File: src/flrc_pkg.sv
// package for the loop ratio configuration registers
package flrc_pkg;
    // ****************************************
    // register map, byte addresses (index times four)
    // ****************************************
    localparam logic [7:0] IDX_DIVIDER = 8'h75;
    localparam logic [7:0] IDX_FRACTION = 8'h76;
    localparam logic [7:0] IDX_INTEGER = 8'h77;
    localparam logic [9:0] ADDR_DIVIDER = {IDX_DIVIDER, 2'b00};
    localparam logic [9:0] ADDR_FRACTION = {IDX_FRACTION, 2'b00};
    localparam logic [9:0] ADDR_INTEGER = {IDX_INTEGER, 2'b00};
    // ****************************************
    // field positions and reset values
    // ****************************************
    localparam int OUTDIV_LSB = 8;
    localparam int CTRLRATE_LSB = 4;
    localparam int RATIO_LSB = 0;
    localparam int INTMUL_LSB = 5;
    localparam int GAIN_LSB = 0;
    localparam logic [5:0] OUTDIV_RST = 6'h00;
    localparam logic [2:0] CTRLRATE_RST = 3'h0;
    localparam logic [2:0] RATIO_RST = 3'h7;
    localparam logic [15:0] FRAC_RST = 16'h0000;
    localparam logic [9:0] INTMUL_RST = 10'h177;
    localparam logic [3:0] GAIN_RST = 4'h0;
    localparam logic [1:0] RESP_OKAY = 2'b00;
    localparam logic [1:0] RESP_SLVERR = 2'b10;
    // ****************************************
    // carriers
    // ****************************************
    typedef struct packed {
        logic [5:0] output_clock_divider;
        logic [2:0] control_block_rate;
        logic [2:0] oscillator_side_ratio;
        logic [15:0] fractional_multiply;
        logic [9:0] integer_multiply;
        logic [3:0] loop_error_gain;
    } flrc_cfg_t;
    typedef struct packed {
        logic [6:0] output_divide;   // oscillator divide, 4..64
        logic [3:0] control_divide;  // control block divide, 1..8
        logic [4:0] ratio_divide;    // 1,2,4,8,16
        logic [8:0] gain_factor;     // 1..256
    } flrc_derived_t;
endpackage : flrc_pkg

File: src/flrc_regs.sv
// loop ratio configuration registers behind an axi4-lite slave
//
// How it works
// - the output divider field in bits 13:8 divides the oscillator clock by code plus one (4 to 64).
// - the control block rate field in bits 6:4 divides the oscillator clock by code plus one (1 to 8).
// - the ratio field in bits 2:0 divides by 1, 2, 4, 8, or 16 for any code with bit 2 set, reset 111.
// - the 16-bit fractional multiply is an unsigned fraction with msb weight one half, reset zero.
// - the 10-bit integer multiply in bits 14:5 has lsb weight one, reset 01_0111_0111.
// - the gain field in bits 3:0 scales the error by two to the code, 1 to 256, codes above 8 held at 256, reset times 1.
//
// Register access over AXI4-Lite was chosen for this implementation.
`timescale 1ns/1ps
module flrc_regs (
    // clock and reset
    input wire logic i_core_clk,
    input wire logic i_rst_b,
    // axi4-lite write address and data
    input wire logic [31:0] i_awaddr,
    input wire logic i_awvalid,
    output logic o_awready,
    input wire logic [31:0] i_wdata,
    input wire logic [3:0] i_wstrb,
    input wire logic i_wvalid,
    output logic o_wready,
    // axi4-lite write response
    output logic [1:0] o_bresp,
    output logic o_bvalid,
    input wire logic i_bready,
    // axi4-lite read
    input wire logic [31:0] i_araddr,
    input wire logic i_arvalid,
    output logic o_arready,
    output logic [31:0] o_rdata,
    output logic [1:0] o_rresp,
    output logic o_rvalid,
    input wire logic i_rready,
    // configuration to the loop
    output flrc_pkg::flrc_cfg_t o_cfg,
    output flrc_pkg::flrc_derived_t o_derived
);
    // ****************************************
    // functions
    // ****************************************
    // merge byte lanes of a write into an old word
    function automatic logic [15:0] merge16(input logic [15:0] old_v, input logic [31:0] wd, input logic [3:0] st);
        logic [15:0] r;
        r = old_v;
        if (st[0]) begin
            r[7:0] = wd[7:0];
        end
        if (st[1]) begin
            r[15:8] = wd[15:8];
        end
        return r;
    endfunction : merge16

    function automatic logic is_mapped(input logic [31:0] a);
        return (a[31:10] == 22'h00_0000) && (a[9:0] == flrc_pkg::ADDR_DIVIDER || a[9:0] == flrc_pkg::ADDR_FRACTION
            || a[9:0] == flrc_pkg::ADDR_INTEGER);
    endfunction : is_mapped

    // ****************************************
    // state
    // ****************************************
    logic [5:0] outdiv_reg;
    logic [2:0] ctrlrate_reg;
    logic [2:0] ratio_reg;
    logic [15:0] frac_reg;
    logic [9:0] intmul_reg;
    logic [3:0] gain_reg;
    logic aw_held_reg;
    logic [31:0] aw_addr_reg;
    logic w_held_reg;
    logic [31:0] w_data_reg;
    logic [3:0] w_strb_reg;
    logic bvalid_reg;
    logic [1:0] bresp_reg;
    logic rvalid_reg;
    logic [1:0] rresp_reg;
    logic [31:0] rdata_reg;

    // ****************************************
    // bus decode
    // ****************************************
    // one write outstanding: address and data each held until both arrive
    wire aw_take = i_awvalid && o_awready;
    wire w_take = i_wvalid && o_wready;
    wire [31:0] wr_addr = aw_held_reg ? aw_addr_reg : i_awaddr;
    wire [31:0] wr_data = w_held_reg ? w_data_reg : i_wdata;
    wire [3:0] wr_strb = w_held_reg ? w_strb_reg : i_wstrb;
    wire have_aw = aw_held_reg || aw_take;
    wire have_w = w_held_reg || w_take;
    wire wr_fire = have_aw && have_w && !bvalid_reg;
    wire [9:0] wa = wr_addr[9:0];
    wire wr_ok = is_mapped(wr_addr);
    wire wr_div = wr_fire && wr_ok && wa == flrc_pkg::ADDR_DIVIDER;
    wire wr_frac = wr_fire && wr_ok && wa == flrc_pkg::ADDR_FRACTION;
    wire wr_int = wr_fire && wr_ok && wa == flrc_pkg::ADDR_INTEGER;
    assign o_awready = !aw_held_reg && !bvalid_reg;
    assign o_wready = !w_held_reg && !bvalid_reg;
    assign o_arready = !rvalid_reg;
    wire rd_take = i_arvalid && o_arready;

    // register images; unassigned bits are zero
    wire [15:0] img_div = {2'b00, outdiv_reg, 1'b0, ctrlrate_reg, 1'b0, ratio_reg};
    wire [15:0] img_int = {1'b0, intmul_reg, 1'b0, gain_reg};
    wire [15:0] new_div = merge16(img_div, wr_data, wr_strb);
    wire [15:0] new_frac = merge16(frac_reg, wr_data, wr_strb);
    wire [15:0] new_int = merge16(img_int, wr_data, wr_strb);
    wire [9:0] ra = i_araddr[9:0];
    wire [15:0] rd_word = !is_mapped(i_araddr) ? 16'h0000 :
        (ra == flrc_pkg::ADDR_DIVIDER) ? img_div :
        (ra == flrc_pkg::ADDR_FRACTION) ? frac_reg : img_int;

    // ****************************************
    // channel handshake
    // ****************************************
    always_ff @(posedge i_core_clk or negedge i_rst_b) begin
        if (!i_rst_b) begin
            aw_held_reg <= 1'b0;
            aw_addr_reg <= 32'h0000_0000;
            w_held_reg <= 1'b0;
            w_data_reg <= 32'h0000_0000;
            w_strb_reg <= 4'h0;
            bvalid_reg <= 1'b0;
            bresp_reg <= flrc_pkg::RESP_OKAY;
        end else begin
            if (aw_take && !wr_fire) begin
                aw_held_reg <= 1'b1;
                aw_addr_reg <= i_awaddr;
            end else if (wr_fire) begin
                aw_held_reg <= 1'b0;
            end
            if (w_take && !wr_fire) begin
                w_held_reg <= 1'b1;
                w_data_reg <= i_wdata;
                w_strb_reg <= i_wstrb;
            end else if (wr_fire) begin
                w_held_reg <= 1'b0;
            end
            if (wr_fire) begin
                bvalid_reg <= 1'b1;
                bresp_reg <= wr_ok ? flrc_pkg::RESP_OKAY : flrc_pkg::RESP_SLVERR;
            end else if (i_bready) begin
                bvalid_reg <= 1'b0;
            end
        end
    end

    // read answer one cycle after the address is taken
    always_ff @(posedge i_core_clk or negedge i_rst_b) begin
        if (!i_rst_b) begin
            rvalid_reg <= 1'b0;
            rresp_reg <= flrc_pkg::RESP_OKAY;
            rdata_reg <= 32'h0000_0000;
        end else if (rd_take) begin
            rvalid_reg <= 1'b1;
            rresp_reg <= is_mapped(i_araddr) ? flrc_pkg::RESP_OKAY : flrc_pkg::RESP_SLVERR;
            rdata_reg <= {16'h0000, rd_word};
        end else if (i_rready) begin
            rvalid_reg <= 1'b0;
        end
    end

    // ****************************************
    // configuration fields
    // ****************************************
    // reserved divider codes are stored as written; keeping them off is software's job
    always_ff @(posedge i_core_clk or negedge i_rst_b) begin
        if (!i_rst_b) begin
            outdiv_reg <= flrc_pkg::OUTDIV_RST;
            ctrlrate_reg <= flrc_pkg::CTRLRATE_RST;
            ratio_reg <= flrc_pkg::RATIO_RST;
            frac_reg <= flrc_pkg::FRAC_RST;
            intmul_reg <= flrc_pkg::INTMUL_RST;
            gain_reg <= flrc_pkg::GAIN_RST;
        end else begin
            if (wr_div) begin
                outdiv_reg <= new_div[flrc_pkg::OUTDIV_LSB +: 6];
                ctrlrate_reg <= new_div[flrc_pkg::CTRLRATE_LSB +: 3];
                ratio_reg <= new_div[flrc_pkg::RATIO_LSB +: 3];
            end
            if (wr_frac) begin
                frac_reg <= new_frac;
            end
            if (wr_int) begin
                intmul_reg <= new_int[flrc_pkg::INTMUL_LSB +: 10];
                gain_reg <= new_int[flrc_pkg::GAIN_LSB +: 4];
            end
        end
    end

    // ****************************************
    // outputs to the loop
    // ****************************************
    // divide factors decoded from flops so the loop sees stable values
    assign o_cfg = '{outdiv_reg, ctrlrate_reg, ratio_reg, frac_reg, intmul_reg, gain_reg};
    // one driver for the whole struct, member by member in declaration order
    assign o_derived = '{
        {1'b0, outdiv_reg} + 7'd1,
        {1'b0, ctrlrate_reg} + 4'd1,
        ratio_reg[2] ? 5'd16 : (5'd1 << ratio_reg[1:0]),
        (gain_reg > 4'd8) ? 9'd256 : (9'd1 << gain_reg)
    };
    assign o_bvalid = bvalid_reg;
    assign o_bresp = bresp_reg;
    assign o_rvalid = rvalid_reg;
    assign o_rresp = rresp_reg;
    assign o_rdata = rdata_reg;

    // ****************************************
    // checks
    // ****************************************
    chk_ratio_sixteen: assert property (@(posedge i_core_clk) disable iff (!i_rst_b)
        ratio_reg[2] |-> o_derived.ratio_divide == 5'd16) else $error("ratio divide not 16");
    chk_outdiv_plus: assert property (@(posedge i_core_clk) disable iff (!i_rst_b)
        wr_div |=> o_derived.output_divide == {1'b0, $past(new_div[13:8])} + 7'd1) else $error("outdiv wrong");
    chk_rate_plus: assert property (@(posedge i_core_clk) disable iff (!i_rst_b)
        wr_div |=> o_derived.control_divide == {1'b0, $past(new_div[6:4])} + 4'd1) else $error("rate wrong");
    chk_frac_store: assert property (@(posedge i_core_clk) disable iff (!i_rst_b)
        wr_frac |=> frac_reg == $past(new_frac)) else $error("fraction not stored");
    chk_int_store: assert property (@(posedge i_core_clk) disable iff (!i_rst_b)
        wr_int |=> intmul_reg == $past(new_int[14:5])) else $error("integer not stored");
    chk_gain_pow: assert property (@(posedge i_core_clk) disable iff (!i_rst_b)
        gain_reg <= 4'd8 |-> o_derived.gain_factor == (9'd1 << gain_reg)) else $error("gain wrong");
    chk_read_zeros: assert property (@(posedge i_core_clk) disable iff (!i_rst_b)
        rd_take |=> o_rvalid && o_rdata[31:16] == 16'h0000 && o_rdata[15] == 1'b0) else $error("read bits");
    chk_stable_noacc: assert property (@(posedge i_core_clk) disable iff (!i_rst_b)
        !wr_fire |=> $stable(outdiv_reg) && $stable(frac_reg) && $stable(gain_reg)) else $error("field changed");
endmodule : flrc_regs

File: config.mk
export PLATFORM = sky130hd
export DESIGN_NAME = flrc_regs
export DESIGN_NICKNAME = d
export VERILOG_FILES = /design/src/flrc_pkg.sv /design/src/flrc_regs.sv
export SDC_FILE = /design/constraint.sdc
export NUM_CORES = 1
export LEC_CHECK = 0
export BUFFER_PORTS_ARGS = -buffer_cell sky130_fd_sc_hd__buf_2
export CAP_MARGIN = 20
export CORE_MARGIN = 2
export CORE_UTILIZATION = 49
export CTS_BUF_LIST = sky130_fd_sc_hd__clkbuf_4
export DETAILED_ROUTE_END_ITERATION = 10
export PLACE_DENSITY = 0.87
export SETUP_SLACK_MARGIN = 0.4
export SLEW_MARGIN = 25
export SYNTH_ARGS = -nofsm -noshare
export SYNTH_HDL_FRONTEND = slang
export SYNTH_SLANG_ARGS = --single-unit
export TNS_END_PERCENT = 30
File: constraint.sdc
create_clock -name i_core_clk -period 5.5 [get_ports i_core_clk]
set_clock_uncertainty 0.05 [all_clocks]
set_input_delay 1.1 -clock i_core_clk [delete_from_list [all_inputs] [get_ports i_core_clk]]
set_output_delay 1.1 -clock i_core_clk [all_outputs]
set_load 0.05 [all_outputs]
==> flow_metrics.env <==
export IMPL_status="complete, no violations"
export IMPL_crit_family="flip-flops"
export IMPL_crit_buf_inv=0
export IMPL_cts_hold_buf=0
export IMPL_power_frac_comb_pct=25.9
export IMPL_dr_pass1_iters=4
export IMPL_hold_end="o_rdata[15]"
export IMPL_setup_viol=0
export IMPL_tns_ps=0
export IMPL_die_h_um=111
export IMPL_drt_initial_drc_count=186
export IMPL_hp_class="flip-flop to flip-flop"
export IMPL_ys_seq_elements=114
export IMPL_fin_crit_sh_pct=57.2
export IMPL_ys_seq_area_share_pct=50.7
export IMPL_ys_flop_type="dfrtp_1"
export IMPL_synth_edf_count=0
export IMPL_max_stage_delay_ps=1040
export IMPL_antenna_found_initial=0
export IMPL_fin_crit_ps=3140
export IMPL_place_congestion=0.822
export IMPL_drc=0
export IMPL_use_met3_pct=7.29
export IMPL_fillers=927
export IMPL_die_area_um2=12400
export IMPL_grt_use_met2_pct=40.7
export IMPL_leakagePower_uw=0.00340
export IMPL_crit_path_max_fanout=22
export IMPL_r2r_slack_ps=2360
export IMPL_grt_busiest_layer="met2"
export IMPL_core_area_um2=11300
export IMPL_ir_worst_vdd_v=0.000255
export IMPL_synth_area_per_cell_um2=11.9
export IMPL_worst_pin_slew_ps=1040
export IMPL_layout_nets=764
export IMPL_cp_depth=5
export IMPL_detail_route_antenna_nets=0
export IMPL_arrival_ps=3490
export IMPL_crit_chain="o21ba_2 > o21ai_0 > nor2_1 > o2111ai_2 > mux2_2"
export IMPL_diodes=0
export IMPL_grt_use_total_pct=22.9
export IMPL_root_buffer="clkbuf_4"
export IMPL_internal_power_uw=1580
export IMPL_rr_endpoint="frac_reg[5]"
export IMPL_start_util_pct=50.0
export IMPL_viasPerCell=5.57
export IMPL_slew_headroom_pct=30.9
export IMPL_async_flop_share_pct=100
export IMPL_grt_overflow=0
export IMPL_endpoint_kind="flip-flop"
export IMPL_critical_path_required_ps=5840
export IMPL_grt_max_degree=77
export IMPL_io_buffers=178
export IMPL_clk_pin_slew_ps=100
export IMPL_power_total_uw=2350
export IMPL_drive_gt1_share_pct=51.3
export IMPL_synthToLayoutAreaGrowth_pct=21.1
export IMPL_switching_power_uw=770
export IMPL_clock_sinks=114
export IMPL_totalWireLength_um=14100
export IMPL_p_per_area_nw_per_um2=342
export IMPL_clk_latency_ps=500
export IMPL_synthesis_area_um2=5660
export IMPL_critical_path_startpoint_type="flip-flop"
export IMPL_cp_slowest_cell="dfrtp_1"
export IMPL_maxCapViolCount=0
export IMPL_largest_reg_flops=32
export IMPL_cts_buffers=17
export IMPL_netSwitchingFraction_pct=32.8
export IMPL_grt_pass1_vias=4653
export IMPL_synthCells=476
export IMPL_holdPathStages=2
export IMPL_fmax_ghz=0.318
export IMPL_hold_viol=0
export IMPL_rsz0062_at_grt="no"
export IMPL_routedWlPerCell_um=17.3
export IMPL_regArea_um2=2870
export IMPL_grt_use_met1_pct=26.6
export IMPL_drv_slew=0
export IMPL_dp_hpwl_um=10600
export IMPL_r2r_start="w_held_reg"
export IMPL_cts_setup_buffers=0
export IMPL_rr_worst_depth=5
export IMPL_min_from="o_rdata[15]"
export IMPL_grt_pass1_wl_um=22900
export IMPL_vias=4517
export IMPL_ys_warn_count=0
export IMPL_criticalPathCategory="flip-flop to flip-flop"
export IMPL_die_w_um=111
export IMPL_p_seq_share_pct=50.8
export IMPL_pwr_share_clk_pct=23.3
export IMPL_cts_tree="built"
export IMPL_yosysUniqueCellTypes=48
export IMPL_htreeDepth=4
export IMPL_io_pin_count=215
export IMPL_multi_input_area_um2=2590
export IMPL_ctsResizeCount=0
export IMPL_cts_buffer_depth=2
export IMPL_rows=39
## how the worst max path moves through the flow
| stage | from | endpoint | slack [ps] |
|---|---|---|---|
| 3_5_place_dp | i_araddr[3] | o_rdata[14] | 1940 |
| 5_1_grt | w_held_reg | frac_reg[15] | 2090 |
| 3_3_place_gp | i_arvalid | o_rdata[3] | 1940 |
| 6_report | w_held_reg | frac_reg[5] | 2360 |
| 2_1_floorplan | gain_reg[3] | o_derived[0] | 2130 |
| 4_1_cts | w_held_reg | frac_reg[11] | 2320 |
## metal layers
layer / up-vias / routed length, µm
met3: 15 / 1070
met1: 2229 / 5430
met5: - / 0
met2: 192 / 7390
met4: 0 / 167
li1: 2081 / -
## kinds of logic after synthesis
family                     after synthesis  share of synthesized area, %
DFF                                    114                          50.7
muxes                                  113                          22.4
AOI/OAI and AO/OA                       63                          8.58
buffers and inverters                   49                          4.67
and+or+nand+nor                        129                          12.4
xor gates and xnor gates                 5                         0.774
adders and majority gates                2                         0.442
other                                    1                        0.0663
## worst min-delay path, cell delays in order, from the launching register on
cell     delay (ps)
dfrtp_1         360
nand2_1          50
o21ai_0          60
## cell usage after synthesis, types with 3 or more instances
| master | count | share of area (%) |
|---|---|---|
| nor4b_1 | 3 | 0.46 |
| clkbuf_1 | 17 | 1.1 |
| o22ai_1 | 8 | 0.88 |
| nand2b_1 | 9 | 1.0 |
| o32a_1 | 3 | 0.53 |
| nor2b_1 | 3 | 0.33 |
| dfstp_2 | 10 | 4.6 |
| a22o_1 | 5 | 0.77 |
| nor4_1 | 17 | 1.9 |
| or4_1 | 4 | 0.53 |
| xnor2_1 | 3 | 0.46 |
| inv_1 | 9 | 0.60 |
| mux2i_1 | 6 | 1.1 |
| nand2_1 | 23 | 1.5 |
| o31ai_2 | 4 | 0.88 |
| dfrtp_1 | 104 | 46 |
| nand4_1 | 6 | 0.66 |
| nor4_2 | 3 | 0.66 |
| nand3_1 | 4 | 0.35 |
| nor2_1 | 24 | 1.6 |
| o21ai_0 | 21 | 1.9 |
| o21a_1 | 4 | 0.53 |
| buf_4 | 19 | 2.5 |
| nor3_1 | 23 | 2.0 |
| a21oi_1 | 3 | 0.27 |
| mux2_2 | 107 | 21 |
| o2111ai_2 | 6 | 1.6 |
## stage by stage
step	cells	setup slack [ps]	cell area (µm²)	hold WS, ps	util, %
after CTS	811	2320	6850	445	60.5
after detailed placement	779	1940	6600	423	58.3
final	811	2360	6850	443	60.5
after floorplan	493	2130	5720	400	-
after global routing	811	2090	6850	475	60.5
after global placement	778	1940	6590	414	58.2
## final cells by class
class / count / share of cell area, %
repair buffers: 182 / 13.6
multi-input cells: 330 / 37.8
flip-flops and latches: 114 / 41.8
clock inverters: 12 / 1.37
well taps: 143 / 2.61
clock buffers: 20 / 2.19
inverters: 10 / 0.548
## power by group through the flow
stage               clock (µW)  combinational [µW]  sequential, µW
floorplan                    0                 492            1140
global placement             0                 577            1180
detailed placement           0                 611            1200
CTS                        559                 615            1190
global route               598                 666            1220
finish                     547                 608            1190
## cells in the final DEF, fill, tap and decap left out, types with 4 or more instances in the layout
cell type and count:
dfrtp_1 104, clkinv_1 4, nand2b_1 9, mux2_2 107
conb_1 18, or4_1 4, nand2_1 23, clkbuf_4 20
nor3_1 23, a22o_1 5, o31ai_2 4, mux2i_1 6
dfstp_2 10, nor2_1 24, inv_1 9, clkinvlp_4 5
nand3_1 4, nor4_1 17, buf_2 177, o2111ai_2 6
o21ai_0 21, o22ai_1 8, o21a_1 4, nand4_1 6
(Power assumes the default switching activity.)
